[config.mk]
export PLATFORM = sky130hd
export DESIGN_NAME = io_expander
export DESIGN_NICKNAME = d
export VERILOG_FILES = /design/src/design/expander_pkg.sv /design/src/design/sync_2ff.sv /design/src/design/line_events.sv /design/src/design/io_expander.sv
export SDC_FILE = /design/constraint.sdc
export NUM_CORES = 1
export LEC_CHECK = 0
export BUFFER_PORTS_ARGS = -buffer_cell sky130_fd_sc_hd__buf_2
export CAP_MARGIN = 20
export CORE_UTILIZATION = 40
export DETAILED_ROUTE_END_ITERATION = 10
export PLACE_DENSITY_LB_ADDON = 0.1
export REMOVE_ABC_BUFFERS = 1
export SKIP_LAST_GASP = 1
export SYNTH_ARGS = -nofsm -noshare
export SYNTH_HDL_FRONTEND = slang
export SYNTH_SLANG_ARGS = --single-unit
[constraint.sdc]
create_clock -name clk -period 2.31 [get_ports clk]
set_input_delay 0.462 -clock clk [delete_from_list [all_inputs] [get_ports clk]]
set_output_delay 0.462 -clock clk [all_outputs]
set_load 0.01 [all_outputs]
[src/design/expander_pkg.sv]
// Constants, reset values and state type of the I/O expander target.
// Contract
// - Answer only to address 0111 followed by the three strap levels.
// - Address byte bit 0 high means read, low means write.
// - First byte after write address is the command; low bits pick register.
// - Selection persists across reads until a new write command byte.
// - Input register shows pin levels; writes to it are dropped.
// - Polarity bit set inverts that pin as seen in input register.
// - Output latch drives only output pins; reads return the latch.
// - Direction bit one makes pin input, zero enables the driver.
// - Reset: output latch and direction all ones, polarity all zeros.
// - Write: START, address, ack, command, ack, data bytes acked, STOP.
// - No index increment on writes; last data byte written is kept.
// - Read: write command, repeated START, read address, then data returned.
// - Multi-byte read keeps returning the same register, no byte limit.
// - Pins are captured at rising SCL edge of every acknowledge pulse.
// - STOP accepted anywhere in a read and ends the transfer cleanly.
// - Acknowledge low after matching address and after every received byte.
package expander_pkg;

  // ****************************************************************
  // Addressing and register selection
  // ****************************************************************
  localparam logic [3:0] ADDR_FIXED    = 4'h7;
  localparam logic [1:0] SEL_INPUT     = 2'h0;
  localparam logic [1:0] SEL_OUTPUT    = 2'h1;
  localparam logic [1:0] SEL_POLARITY  = 2'h2;
  localparam logic [1:0] SEL_DIR       = 2'h3;

  // ****************************************************************
  // Values after reset
  // ****************************************************************
  localparam logic [7:0] OUTPUT_RST    = 8'hFF;
  localparam logic [7:0] POLARITY_RST  = 8'h00;
  localparam logic [7:0] DIR_RST       = 8'hFF;
  localparam logic [7:0] POINTER_RST   = 8'h00;
  localparam logic [7:0] CAPTURE_RST   = 8'h00;
  localparam logic [7:0] SHIFT_RST     = 8'h00;

  // ****************************************************************
  // Bit counting
  // ****************************************************************
  localparam logic [3:0] BIT_CNT_RST   = 4'h0;
  localparam logic [3:0] BIT_CNT_ONE   = 4'h1;
  localparam logic [3:0] BITS_PER_BYTE = 4'h8;

  // Bus engine states
  typedef enum logic [3:0] {
    ST_IDLE,
    ST_ADDR,
    ST_ADDR_ACK,
    ST_CMD,
    ST_CMD_ACK,
    ST_WDATA,
    ST_WDATA_ACK,
    ST_RDATA,
    ST_RD_MACK,
    ST_IGNORE
  } bus_state_t;

endpackage : expander_pkg

[src/design/sync_2ff.sv]
// Two-flop synchroniser for a vector of asynchronous inputs.
`timescale 1ns/1ps
module sync_2ff #(
  parameter int              WIDTH   = 1,
  parameter logic [WIDTH-1:0] RST_VAL = '1
) (
  // Clock and reset
  input  wire logic             clk,
  input  wire logic             nrst,
  // Asynchronous in, synchronised out
  input  wire logic [WIDTH-1:0] async_in,
  output logic      [WIDTH-1:0] sync_out
);

  logic [WIDTH-1:0] meta_r;

  // First stage feeds only the second stage
  always_ff @(posedge clk) begin
    if (!nrst) begin
      meta_r   <= RST_VAL;
      sync_out <= RST_VAL;
    end else begin
      meta_r   <= async_in;
      sync_out <= meta_r;
    end
  end

endmodule : sync_2ff

[src/design/line_events.sv]
// Edge, START and STOP detection on synchronised SCL and SDA.
`timescale 1ns/1ps
module line_events (
  // Clock and reset
  input  wire logic clk,
  input  wire logic nrst,
  // Synchronised bus lines
  input  wire logic scl_s,
  input  wire logic sda_s,
  // Registered events, one cycle each, and the registered SDA level
  output logic      scl_rise,
  output logic      scl_fall,
  output logic      start_ev,
  output logic      stop_ev,
  output logic      sda_lvl
);

  logic scl_d_r;
  logic sda_d_r;

  // Idle bus is high, so history resets high to avoid false events
  always_ff @(posedge clk) begin
    if (!nrst) begin
      scl_d_r  <= 1'b1;
      sda_d_r  <= 1'b1;
      scl_rise <= 1'b0;
      scl_fall <= 1'b0;
      start_ev <= 1'b0;
      stop_ev  <= 1'b0;
      sda_lvl  <= 1'b1;
    end else begin
      scl_d_r  <= scl_s;
      sda_d_r  <= sda_s;
      scl_rise <= scl_s & ~scl_d_r;
      scl_fall <= ~scl_s & scl_d_r;
      start_ev <= scl_s & scl_d_r & sda_d_r & ~sda_s;
      stop_ev  <= scl_s & scl_d_r & ~sda_d_r & sda_s;
      sda_lvl  <= sda_s;
    end
  end

endmodule : line_events

[src/design/io_expander.sv]
// Two-wire bus target with four 8-bit port registers.
`timescale 1ns/1ps
module io_expander (
  // Clock and reset
  input  wire logic       clk,
  input  wire logic       nrst,
  // Two-wire bus, open drain data
  input  wire logic       scl_in,
  input  wire logic       sda_in,
  output logic            sda_out,
  output logic            sda_oe,
  // Address straps
  input  wire logic       addr_strap_bit0,
  input  wire logic       addr_strap_bit1,
  input  wire logic       addr_strap_bit2,
  // Port pins, bit n is port_pin_n
  input  wire logic [7:0] port_pin_in,
  output logic      [7:0] port_pin_out,
  output logic      [7:0] port_pin_oe
);

  // ****************************************************************
  // Input synchronisation
  // ****************************************************************

  localparam int SYNC_W = 13;

  logic [SYNC_W-1:0] raw_in;
  logic [SYNC_W-1:0] sync_in;
  logic              scl_s;
  logic              sda_s;
  logic [7:0]        pins_s;
  logic [2:0]        strap_s;

  // Reset value high: idle bus and pulled-up pins look quiet
  // All pins are asynchronous to clk
  assign raw_in = {addr_strap_bit2, addr_strap_bit1, addr_strap_bit0,
                   port_pin_in, sda_in, scl_in};

  sync_2ff #(
    .WIDTH   (SYNC_W),
    .RST_VAL (13'h1FFF)
  ) u_sync (
    .clk      (clk),
    .nrst     (nrst),
    .async_in (raw_in),
    .sync_out (sync_in)
  );

  // Split the synchronised vector
  assign scl_s   = sync_in[0];
  assign sda_s   = sync_in[1];
  assign pins_s  = sync_in[9:2];
  assign strap_s = sync_in[12:10];

  // ****************************************************************
  // Bus line events
  // ****************************************************************

  logic scl_rise;
  logic scl_fall;
  logic start_ev;
  logic stop_ev;
  logic sda_lvl;

  line_events u_events (
    .clk      (clk),
    .nrst     (nrst),
    .scl_s    (scl_s),
    .sda_s    (sda_s),
    .scl_rise (scl_rise),
    .scl_fall (scl_fall),
    .start_ev (start_ev),
    .stop_ev  (stop_ev),
    .sda_lvl  (sda_lvl)
  );

  // ****************************************************************
  // State and registers
  // ****************************************************************

  expander_pkg::bus_state_t state_r;
  expander_pkg::bus_state_t state_nxt;

  logic [3:0] bit_cnt_r;
  logic [3:0] bit_cnt_nxt;
  logic [7:0] shift_r;
  logic [7:0] shift_nxt;
  logic       sda_oe_nxt;
  logic [7:0] ptr_r;
  logic [7:0] ptr_nxt;
  logic [7:0] out_r;
  logic [7:0] pol_r;
  logic [7:0] dir_r;
  logic [7:0] cap_r;
  logic       wr_en;
  logic       cap_en;

  // ****************************************************************
  // Decode and selection
  // ****************************************************************

  logic [6:0] own_addr;
  logic       addr_match;
  logic       rw_read;
  logic       byte_done;
  logic [1:0] sel;
  logic [7:0] in_now;
  logic [7:0] rd_value;
  logic       wr_out;
  logic       wr_pol;
  logic       wr_dir;

  // Straps are live, so they must not move inside a frame
  // Own address from fixed pattern and live straps
  assign own_addr   = {expander_pkg::ADDR_FIXED, strap_s};
  assign addr_match = (shift_r[7:1] == own_addr);
  assign rw_read    = shift_r[0];
  assign byte_done  = (bit_cnt_r == expander_pkg::BITS_PER_BYTE);

  // Register selection from the stored pointer
  assign sel = ptr_r[1:0];

  // Pin level as software sees it, inverted where asked
  assign in_now = pins_s ^ pol_r;

  // Capture, not live pins, so a byte cannot tear while shifting
  // Read multiplexer; input returns the last acknowledge capture
  assign rd_value =
    (sel == expander_pkg::SEL_INPUT)    ? cap_r :
    (sel == expander_pkg::SEL_OUTPUT)   ? out_r :
    (sel == expander_pkg::SEL_POLARITY) ? pol_r :
                                          dir_r;

  // Write strobes; the input register has none on purpose
  // Each strobe lasts one clk at the byte end
  assign wr_out = wr_en & (sel == expander_pkg::SEL_OUTPUT);
  assign wr_pol = wr_en & (sel == expander_pkg::SEL_POLARITY);
  assign wr_dir = wr_en & (sel == expander_pkg::SEL_DIR);

  // ****************************************************************
  // Bus engine next state
  // ****************************************************************

  // Answers land about 4 clk after each SCL fall (2 sync flops,
  // 1 event flop, 1 state flop); SCL low must last at least that
  // STOP and START outrank all bit activity in every state
  always_comb begin
    state_nxt   = state_r;
    bit_cnt_nxt = bit_cnt_r;
    shift_nxt   = shift_r;
    sda_oe_nxt  = sda_oe;
    ptr_nxt     = ptr_r;
    wr_en       = 1'b0;
    cap_en      = 1'b0;
    if (stop_ev) begin
      state_nxt  = expander_pkg::ST_IDLE;
      sda_oe_nxt = 1'b0;
    end else if (start_ev) begin
      state_nxt   = expander_pkg::ST_ADDR;
      bit_cnt_nxt = expander_pkg::BIT_CNT_RST;
      sda_oe_nxt  = 1'b0;
    end else begin
      case (state_r)
        expander_pkg::ST_ADDR,
        expander_pkg::ST_CMD,
        expander_pkg::ST_WDATA: begin
          if (scl_rise && !byte_done) begin
            shift_nxt   = {shift_r[6:0], sda_lvl};
            bit_cnt_nxt = bit_cnt_r + expander_pkg::BIT_CNT_ONE;
          end else if (scl_fall && byte_done) begin
            if (state_r == expander_pkg::ST_ADDR) begin
              if (addr_match) begin
                state_nxt  = expander_pkg::ST_ADDR_ACK;
                sda_oe_nxt = 1'b1;
              end else begin
                state_nxt = expander_pkg::ST_IGNORE;
              end
            end else if (state_r == expander_pkg::ST_CMD) begin
              ptr_nxt    = shift_r;
              state_nxt  = expander_pkg::ST_CMD_ACK;
              sda_oe_nxt = 1'b1;
            end else begin
              wr_en      = 1'b1;
              state_nxt  = expander_pkg::ST_WDATA_ACK;
              sda_oe_nxt = 1'b1;
            end
          end
        end
        expander_pkg::ST_ADDR_ACK: begin
          if (scl_rise) begin
            cap_en = 1'b1;
          end else if (scl_fall) begin
            if (rw_read) begin
              // Load the byte and drive its top bit at once
              state_nxt   = expander_pkg::ST_RDATA;
              shift_nxt   = rd_value;
              sda_oe_nxt  = ~rd_value[7];
              bit_cnt_nxt = expander_pkg::BIT_CNT_ONE;
            end else begin
              state_nxt   = expander_pkg::ST_CMD;
              sda_oe_nxt  = 1'b0;
              bit_cnt_nxt = expander_pkg::BIT_CNT_RST;
            end
          end
        end
        expander_pkg::ST_CMD_ACK,
        expander_pkg::ST_WDATA_ACK: begin
          if (scl_rise) begin
            cap_en = 1'b1;
          end else if (scl_fall) begin
            // Further bytes land in the same register
            state_nxt   = expander_pkg::ST_WDATA;
            sda_oe_nxt  = 1'b0;
            bit_cnt_nxt = expander_pkg::BIT_CNT_RST;
          end
        end
        expander_pkg::ST_RDATA: begin
          // Next bit changes only once SCL is seen low
          if (scl_fall) begin
            if (byte_done) begin
              state_nxt  = expander_pkg::ST_RD_MACK;
              sda_oe_nxt = 1'b0;
            end else begin
              sda_oe_nxt  = ~shift_r[6];
              shift_nxt   = {shift_r[6:0], 1'b0};
              bit_cnt_nxt = bit_cnt_r + expander_pkg::BIT_CNT_ONE;
            end
          end
        end
        expander_pkg::ST_RD_MACK: begin
          if (scl_rise) begin
            cap_en = 1'b1;
            // Master NACK ends our turn; line stays released
            if (sda_lvl) begin
              state_nxt = expander_pkg::ST_IGNORE;
            end
          end else if (scl_fall) begin
            // Same register again, no limit on the count
            state_nxt   = expander_pkg::ST_RDATA;
            shift_nxt   = rd_value;
            sda_oe_nxt  = ~rd_value[7];
            bit_cnt_nxt = expander_pkg::BIT_CNT_ONE;
          end
        end
        expander_pkg::ST_IGNORE: begin
          // Not ours or refused: wait for START or STOP
          sda_oe_nxt = 1'b0;
        end
        expander_pkg::ST_IDLE: begin
          // Bus free; clock pulses here carry nothing for us
          sda_oe_nxt = 1'b0;
        end
        default: begin
          state_nxt  = expander_pkg::ST_IDLE;
          sda_oe_nxt = 1'b0;
        end
      endcase
    end
  end

  // ****************************************************************
  // Bus engine flops
  // ****************************************************************

  // Reset releases the data line at once
  // Engine state; SDA is only ever pulled low, never driven high
  always_ff @(posedge clk) begin
    if (!nrst) begin
      state_r   <= expander_pkg::ST_IDLE;
      bit_cnt_r <= expander_pkg::BIT_CNT_RST;
      shift_r   <= expander_pkg::SHIFT_RST;
      sda_oe    <= 1'b0;
      sda_out   <= 1'b0;
    end else begin
      state_r   <= state_nxt;
      bit_cnt_r <= bit_cnt_nxt;
      shift_r   <= shift_nxt;
      sda_oe    <= sda_oe_nxt;
      sda_out   <= 1'b0;
    end
  end

  // All eight bits kept; only the low two select a register
  // Command pointer, changed only by a command byte of a write
  always_ff @(posedge clk) begin
    if (!nrst) begin
      ptr_r <= expander_pkg::POINTER_RST;
    end else begin
      ptr_r <= ptr_nxt;
    end
  end

  // ****************************************************************
  // Port registers
  // ****************************************************************

  // Output latch and polarity; each data byte overwrites the last
  always_ff @(posedge clk) begin
    if (!nrst) begin
      out_r <= expander_pkg::OUTPUT_RST;
      pol_r <= expander_pkg::POLARITY_RST;
    end else begin
      if (wr_out) begin
        out_r <= shift_r;
      end
      if (wr_pol) begin
        pol_r <= shift_r;
      end
    end
  end

  // One extra flop traded for a gate between flop and pin
  // Direction kept with a pre-inverted enable so the pin comes off a flop
  always_ff @(posedge clk) begin
    if (!nrst) begin
      dir_r       <= expander_pkg::DIR_RST;
      port_pin_oe <= ~expander_pkg::DIR_RST;
    end else if (wr_dir) begin
      dir_r       <= shift_r;
      port_pin_oe <= ~shift_r;
    end
  end

  // Latch drives the pad; the enable masks it on inputs
  always_ff @(posedge clk) begin
    if (!nrst) begin
      port_pin_out <= expander_pkg::OUTPUT_RST;
    end else begin
      port_pin_out <= out_r;
    end
  end

  // Polarity is applied here, at capture, not at read time
  // Snapshot of pins at each acknowledge rise, read back later
  always_ff @(posedge clk) begin
    if (!nrst) begin
      cap_r <= expander_pkg::CAPTURE_RST;
    end else if (cap_en) begin
      cap_r <= in_now;
    end
  end

endmodule : io_expander

# Word-level counts from Yosys, hierarchy flattened
# Index checks and enable logic that the tools add are counted.
# W data, S select, Z words.
# word_totals
regBits	99
input_bits	15
out_inout_bits	18
elab_cells	177
# classes
n_addsub	1
eq_ne	45
mux	66
n_bitwise	24
reduce_logical	20
# ops
cell	n
$mux W4	23
$mux W8	11
$reduce_and A11 Y1	4
$pmux W8 S4	1
$mux W1	26
$pmux W4 S6	1
$pmux W4 S5	1
$reduce_and A10 Y1	2
$ne A2 B2 Y1 const B	9
$eq A4 B3 Y1 const B	4
$ne A3 B1 Y1 const B	5
$ne A3 B2 Y1 const B	5
$ne A3 B3 Y1 const B	5
$eq A4 B4 Y1 const B	3
$not A1 Y1	12
$and A1 B1 Y1	10
$ne A2 B1 Y1 const B	5
$eq A4 B2 Y1 const B	2
$not A8 Y8	1
$xor A8 B8 Y8	1
$eq A7 B6 Y1	1
$reduce_and A7 Y1	1
$reduce_bool A6 Y1	1
$reduce_or A2 Y1	3
16 further kinds	19

# Longest topological paths before layout
# Gate-level depths: netlist (run 1).
# depth
depth_word	9
ltp_mapped	8
depth_no_buf	7

# By module
# Synthesis (run 1) repeated with hierarchy kept, for this count alone.
# hier_totals
cells_unflattened	414
area_unflattened_um2	4229.1
# by_module_without_submodules
mod	n_inst	cells_each	area_each_um2	seq_area_each_um2
io_expander	1	346	3347.0	1341.3
sync_2ff	1	54	699.4	520.5
line_events	1	14	182.7	120.1

# Least setup slack after synthesis (run 1)
# No wires, ideal clock.
# synth_path
kind	flip-flop to flip-flop
startpoint	register bit_cnt_r[0]
endpoint	register bit_cnt_r[3]
setup_time_ns	0.130
arrival_ns	1.672
required_time_ns	2.180
setup_slack_ns	0.507
stages_incl_launch_ff	8
n_path_buf	0
period_less_slack_ns	1.803
path_cell_list	dfxtp_1 -> inv_1 -> ha_1 -> and3b_1 -> nor3_1 -> o31ai_1 -> o311ai_1 -> o31ai_1
# synth_via
elab_chain_cells	5
word_cells_on_any_way	12
cone_classes	add/sub: 1; eq/ne: 3; mux: 5; reduce/logical: 3
# synth_rtl
element	line	rtl
start: declaration	io_expander.sv:85	logic [3:0] bit_cnt_r;
start signal: assignment	io_expander.sv:271	bit_cnt_r <= expander_pkg::BIT_CNT_RST;
start signal: assignment	io_expander.sv:277	bit_cnt_r <= bit_cnt_nxt;
$add A4 B1 Y4 / $eq A4 B4 Y1 (equally long branches)	io_expander.sv:170, io_expander.sv:227, io_expander.sv:119	
$mux W4 / $logic_not A1 Y1 (equally long branches)	io_expander.sv:221, io_expander.sv:168	
$mux W4 / $logic_and A1 B1 Y1 (equally long branches)	io_expander.sv:220, io_expander.sv:168	
$pmux W4 S5 / $ne A3 B2 Y1 (equally long branches)	--	
$mux W4 / $reduce_and A11 Y1 (equally long branches)	--	
# Several ways; a longest one is shown, not always the timed one. The select of a mux whose other input is x is not followed.
# A chain may end at the register's enable or synchronous reset.

# Worst setup path in the final report (run 1)
# layout_path
startpoint	register state_r[3]
endpoint	register state_r[0]
# layout_via
elab_chain_cells	6
word_cells_on_any_way	30
cone_classes	eq/ne: 20; mux: 5; reduce/logical: 5
# layout_rtl
element	line	rtl
start: declaration	io_expander.sv:82	expander_pkg::bus_state_t state_r;
start signal: assignment	io_expander.sv:270	state_r <= expander_pkg::ST_IDLE;
start signal: assignment	io_expander.sv:276	state_r <= state_nxt;
$eq A4 B1 Y1	io_expander.sv:164, io_expander.sv:172	
$mux W4	io_expander.sv:172	if (state_r == expander_pkg::ST_ADDR) begin
$mux W4	io_expander.sv:171	end else if (scl_fall && byte_done) begin
$mux W4	io_expander.sv:168	if (scl_rise && !byte_done) begin
$pmux W4 S6	io_expander.sv:164	case (state_r)
$mux W1	io_expander.sv:159	end else if (start_ev) begin
# Several ways; a longest one is shown, not always the timed one. The select of a mux whose other input is x is not followed.

==> flow_metrics.py, run 1 <==
metrics = {
    "clock_network": {
        "post_cts_buffers": 0,
        "cts_max_path_buffers": 2,
        "cts_buffers": 9,
        "cts.clk_slew.worst_paths_ps": 90,
        "cts_max_level": 3,
        "cts_root_buffer": "clkbuf_8",
        "cts_resized": 0,
        "insertion_delay_ps": 370,
        "cts.sinks": 99,
        "cts_tree": "done",
        "holdBufCountCts": 0,
    },
    "die": {
        "ios": 33,
        "die-area_sq_mm": 0.01092,
        "die_h_um": 104.5,
        "num_rows": 37,
        "initial_utilization_pct": 40.91,
        "core_sq_mm": 0.01028,
        "die_w_um": 104.5,
    },
    "yosys": {
        "synth_ff_type": "dfxtp_1",
        "synth_compound_area_share_pct": 16.88,
        "seq_area_frac_synth_pct": 47.14,
        "synth.distinct_cells": 65,
        "ys_async_sr_fraction_pct": 0,
        "ys_ff_latch": 99,
        "synthXorXnorAreaFrac_pct": 2.292,
        "avgSynthCellArea_sq_um": 10.23,
        "muxShareOfSynthArea_pct": 8.571,
        "synth_edf_count": 0,
        "synth_adder_area_share_pct": 0.5952,
        "synthSimpleGateAreaFrac_pct": 19.58,
        "syn_inst": 411,
        "synth_area_sq_mm": 0.004204,
        "synth_top_family_by_area": "simple AND/OR/NAND/NOR gates",
        "ys_warn_count": 0,
    },
    "layout": {
        "antennaDiodeCount": 0,
        "drive_gt1_share_pct": 22.47,
        "register_area_sq_mm": 0.001982,
        "multi_input_area_sq_mm": 0.002018,
        "layout.nets": 459,
        "nFillCells": 1018,
        "areaGrowthSynthToFinish_pct": 11.40,
    },
    "place": {
        "dp_hpwl_mm": 6.469,
        "pre_cts_slack_ps": 265.0,
        "place_congestion": 0.8057,
        "portBuffers": 31,
    },
    "sta": {
        "period_minus_slack_ps": 2052,
        "finalWorstSetupSlack_ps": 258.0,
        "setup_tns_ps": 0,
        "holdWs_ps": 260.2,
        "tightest_slew_ps": 865.6,
        "finalCritPeriodShare_pct": 88.83,
        "fmax_mhz": 487.3,
        "fin_skew_ps": 7.522,
        "finalHoldViolCount": 0,
        "grt_setup_unrepaired": "no",
        "slew-limit-headroom_pct": 42.02,
        "drv_slew": 0,
        "setup_viol": 0,
    },
    "power_and_ir_drop": {
        "irDropWorstVdd_uv": 436.5,
        "p_per_area_mw_per_mm2": 827.9,
        "power_leakage_nw": 1.754,
    },
    "global_route": {
        "grt_max_degree": 28,
        "overflow": 0,
        "grt_pass1_wl_mm": 15.82,
        "grt_pass1_vias": 2981,
        "antenna_found_initial": 0,
        "grt_usage_pct": 18.87,
    },
    "job": {
        "maxCapViolations": 0,
    },
    "drt": {
        "wl_per_cell_um": 16.28,
        "postRouteAntennaNets": 0,
        "avgViaCountPerCell": 5.275,
        "via_count": 3065,
        "drcViolationCount": 0,
        "firstDrtPassIters": 4,
        "first_iter_violations": 154,
        "wl_mm": 9.457,
    },
    "status": {
        "status": "completed",
    },
    "worst_setup_path": {
        "required_ps": 2580,
        "cp_max_fo": 14,
        "critical_path.endpoint": "state_r[0]$_SDFFE_PP0P_",
        "cp-startpoint": "state_r[3]$_SDFFE_PP0P_",
        "r2r_end": "state_r[0]$_SDFFE_PP0P_",
        "endpoint_kind": "flop",
        "worstReg2RegStart": "state_r[3]$_SDFFE_PP0P_",
        "r2r_slack_ps": 260,
        "critPathKind": "flop to flop",
        "critPathLaunchType": "flop",
        "reg2regPathDepth": 5,
        "arrival_ps": 2320,
    },
    "min_path": {
        "min_path_type": "input port to flop",
    },
}
## sequential cells by signal (all words and copies together), names as in the netlist
signal,count
u_sync.meta_r,13
u_sync.sync_out,13
cap_r,8
dir_r,8
out_r,8
pol_r,8
port_pin_oe,8
port_pin_out,8
shift_r,8
bit_cnt_r,4
state_r,4
ptr_r,2
sda_oe,1
u_events.scl_d_r,1
u_events.scl_fall,1
u_events.scl_rise,1
u_events.sda_lvl,1
u_events.start_ev,1
u_events.stop_ev,1
## cell usage in the layout, fill, tap and decap left out, types with 11 or more instances in the layout
master    instances
nand2b_1         39
nor2_1           28
mux2i_1          18
xnor2_1          11
buf_4            19
buf_2            31
o21ai_0          12
dfxtp_1          99
nand2_1          27
## worst min path at each step
stage / slack (ps) / startpoint / endpoint / cells after the start
after floorplan: 390 / u_sync.meta_r[0]$_SDFF_PN1_ / u_sync.sync_out[0]$_SDFF_PN1_ / 1
after global placement: 390 / u_sync.meta_r[5]$_SDFF_PN1_ / u_sync.sync_out[5]$_SDFF_PN1_ / 1
after detailed placement: 390 / u_sync.meta_r[1]$_SDFF_PN1_ / u_sync.sync_out[1]$_SDFF_PN1_ / 1
after CTS: 240 / port_pin_in[3] / u_sync.meta_r[5]$_SDFF_PN1_ / 2
after global routing: 240 / port_pin_in[7] / u_sync.meta_r[9]$_SDFF_PN1_ / 2
final: 260 / port_pin_in[3] / u_sync.meta_r[5]$_SDFF_PN1_ / 2
## synth_stat cells, types with 9 or more instances
| master | number | share of area, % |
|---|---|---|
| a21oi_1 | 10 | 1.2 |
| mux2i_1 | 18 | 4.3 |
| nand2_1 | 27 | 2.4 |
| xnor2_1 | 11 | 2.3 |
| nor2_1 | 28 | 2.5 |
| o21ai_0 | 12 | 1.4 |
| nand2b_1 | 39 | 5.8 |
| a211oi_1 | 10 | 1.8 |
| clkbuf_1 | 14 | 1.2 |
| a211oi_2 | 9 | 2.7 |
| a31oi_1 | 10 | 1.5 |
| dfxtp_1 | 99 | 47 |
## cell families after synthesis
family                   after synthesis
adder cells (fa/ha/maj)                2
AO/OA/AOI/OAI                         91
buffers and inverters                 39
other                                  1
AND/OR/NAND/NOR                      142
XOR/XNOR                              11
flip-flops                            99
multiplexers                          26
## through the flow
step | util, % | total power, mW | instances | cell area [sq um]
finish | 45.57 | 3.877 | 581 | 4683
detailed placement | 43.96 | 2.916 | 567 | 4518
global route | 45.57 | 4.115 | 581 | 4683
CTS | 45.57 | 3.923 | 581 | 4683
global placement | 43.96 | 2.922 | 567 | 4518
floorplan | - | 2.598 | 380 | 4030
## area by class of cell
type / count / area share [%]
multi-input cells: 273 / 43.09
flip-flops and latches: 99 / 42.32
repair buffers: 51 / 6.786
well taps: 136 / 3.633
clock buffers: 10 / 2.939
inverters: 8 / 0.6412
clock inverters: 4 / 0.5878
## metal layers
metal  track usage, %  routed length (um)
met1            26.54                4801
met2            28.00                4123
met3            5.639                 443
met4            4.898                  90
met5                0                   0
## worst max-delay path: stages, from the launching register on
cell      delay (ps)
dfxtp_1          610
or4b_4           550
nor3b_2          190
a311oi_2          90
and2_4           230
o311a_1          270
## power breakdown
group,internal [mW],leakage (nW),switching (mW)
clock,0.411,0.0884,0.580
combinational,0.419,0.858,0.553
sequential,1.79,0.807,0.121
total,2.62,1.75,1.25
Note: power is estimated with default switching activity, not from simulation.
==> run 2, diff against run 1 <==
--- a/config.mk
+++ b/config.mk
@@ -10,6 +10,7 @@
 export CORE_UTILIZATION = 40
 export DETAILED_ROUTE_END_ITERATION = 10
 export PLACE_DENSITY_LB_ADDON = 0.1
+export RECOVER_POWER = 50
 export REMOVE_ABC_BUFFERS = 1
 export SKIP_LAST_GASP = 1
 export SYNTH_ARGS = -nofsm -noshare
==> flow_metrics.py, run 2 (synthesized netlist as in run 1, its figures left out) <==
metrics = {
    "die": {
        "die-area_sq_mm": 0.01092,
        "initial_utilization_pct": 40.91,
        "die_h_um": 104.5,
        "num_rows": 37,
        "ios": 33,
        "core_sq_mm": 0.01028,
        "die_w_um": 104.5,
    },
    "global_route": {
        "grt_usage_pct": 18.87,
        "grt_pass1_wl_mm": 15.82,
        "overflow": 0,
        "grt_max_degree": 28,
        "antenna_found_initial": 0,
        "grt_pass1_vias": 2981,
    },
    "power_and_ir_drop": {
        "pwr-share-comb_pct": 25.0,
        "power.internal_mw": 2.617,
        "sw_frac_of_total_pct": 32.41,
        "seq_power_share_pct": 49.4,
        "p_sw_mw": 1.255,
        "clock_power_share_pct": 25.6,
        "irDropWorstVdd_uv": 436.1,
        "p_per_area_mw_per_mm2": 831.5,
        "power_leakage_nw": 1.700,
    },
    "clock_network": {
        "holdBufCountCts": 0,
        "cts_buffers": 9,
        "cts_resized": 0,
        "cts_tree": "done",
        "insertion_delay_ps": 370,
        "cts.clk_slew.worst_paths_ps": 90,
        "cts.sinks": 99,
        "post_cts_buffers": 0,
        "cts_root_buffer": "clkbuf_8",
        "cts_max_path_buffers": 2,
        "cts_max_level": 3,
    },
    "drt": {
        "wl_per_cell_um": 16.24,
        "avgViaCountPerCell": 5.250,
        "drcViolationCount": 0,
        "wl_mm": 9.438,
        "first_iter_violations": 151,
        "via_count": 3050,
        "firstDrtPassIters": 4,
        "postRouteAntennaNets": 0,
    },
    "worst_setup_path": {
        "endpoint_kind": "flop",
        "arrival_ps": 2470,
        "required_ps": 2610,
        "r2r_slack_ps": 140,
        "r2r_end": "bit_cnt_r[2]$_SDFFE_PN0P_",
        "reg2regPathDepth": 6,
        "worstReg2RegStart": "state_r[3]$_SDFFE_PP0P_",
        "cp_max_fo": 14,
        "critPathLaunchType": "flop",
        "critPathKind": "flop to flop",
    },
    "min_path": {
        "min_path_cells": 2,
        "min_path_type": "input port to flop",
        "min_delay_worst_endpoint": "u_sync.meta_r[5]$_SDFF_PN1_",
        "hold_start": "port_pin_in[3]",
    },
    "job": {
        "maxCapViolations": 0,
    },
    "sta": {
        "tightest_slew_ps": 864.4,
        "fin_skew_ps": 7.485,
        "period_minus_slack_ps": 2173,
        "finalHoldViolCount": 0,
        "setup_viol": 0,
        "drv_slew": 0,
        "finalCritPeriodShare_pct": 94.08,
        "grt_setup_unrepaired": "no",
        "setup_tns_ps": 0,
        "fmax_mhz": 460.2,
        "slew-limit-headroom_pct": 42.11,
    },
    "layout": {
        "drive_gt1_share_pct": 18.20,
        "reg_top3": "u_sync.meta_r: 13 flops, u_sync.sync_out: 13 flops",
        "layout.nets": 459,
        "areaGrowthSynthToFinish_pct": 10.77,
        "antennaDiodeCount": 0,
        "layout_commonest_cell": "dfxtp_1",
        "final_cell_mix": "dfxtp_1, nand2b_1, nor2_1, nand2_1, clkbuf_1",
        "final_core_util_pct": 45.31,
    },
    "place": {
        "dp_hpwl_mm": 6.469,
        "place_congestion": 0.8057,
        "portBuffers": 31,
    },
    "status": {
        "status": "completed",
    },
}
run 2: cell types whose count changed in the layout (fill, tap and decap cells not counted):
cell / change
buf_4: -1
clkbuf_1: +19
buf_2: -18
run 2: power by group through the flow:
| stage | Combinational, mW | Clock [mW] | Sequential, mW |
|---|---|---|---|
| final | 0.969 | 0.989 | 1.91 |
| after floorplan | 0.655 | 0 | 1.94 |
| after detailed placement | 0.964 | 0 | 1.95 |
| after global routing | 1.07 | 1.11 | 1.93 |
| after CTS | 0.969 | 1.04 | 1.91 |
| after global placement | 0.970 | 0 | 1.95 |
run 2: stage by stage:
step	cells	total power [mW]	setup WS, ps	hold WS [ps]	area, sq um
after floorplan	380	2.598	183.9	386.3	4030
after global placement	567	2.922	264.6	388.6	4518
after detailed placement	567	2.916	265.0	392.4	4518
after CTS	581	3.923	267.3	235.9	4683
after global routing	581	4.110	9.935	240.4	4657
final	581	3.872	136.8	260.3	4657
run 2: layout make-up:
class / instances / area (sq um)
inverters: 8 / 30.03
well taps: 136 / 170.2
multi-input cells: 273 / 2018
clock inverters: 4 / 27.53
fillers: 1026 / 5620
flip-flops and latches: 99 / 1982
clock buffers: 10 / 137.6
repair buffers: 51 / 291.5
run 2: how the worst max path moves through the flow:
stage,start,end,slack (ps),cells after the start
3_5_place_dp,state_r[3]$_SDFFE_PP0P_,state_r[0]$_SDFFE_PP0P_,260,5
3_3_place_gp,state_r[3]$_SDFFE_PP0P_,state_r[0]$_SDFFE_PP0P_,260,5
4_1_cts,state_r[3]$_SDFFE_PP0P_,state_r[0]$_SDFFE_PP0P_,270,5
2_1_floorplan,state_r[1]$_SDFFE_PP0P_,shift_r[1]$_SDFFE_PN0P_,180,5
5_1_grt,state_r[3]$_SDFFE_PP0P_,bit_cnt_r[2]$_SDFFE_PN0P_,10,6
6_report,state_r[3]$_SDFFE_PP0P_,bit_cnt_r[2]$_SDFFE_PN0P_,140,6
run 2: layer usage:
| layer | vias to the layer above | part of all wire, % | GRT usage, % |
|---|---|---|---|
| li1 | 1519 | - | - |
| met1 | 1466 | 52 | 26.54 |
| met2 | 57 | 43 | 28.00 |
| met3 | 8 | 4.0 | 5.639 |
| met4 | 0 | 0.95 | 4.898 |
| met5 | - | 0 | 0 |
run 2: critical path, stage by stage (launching register included):
cell	delay, ps
dfxtp_1	610
nand2b_1	260
clkbuf_1	310
nor3_1	140
o31ai_1	480
a211oi_1	120
o22ai_1	180
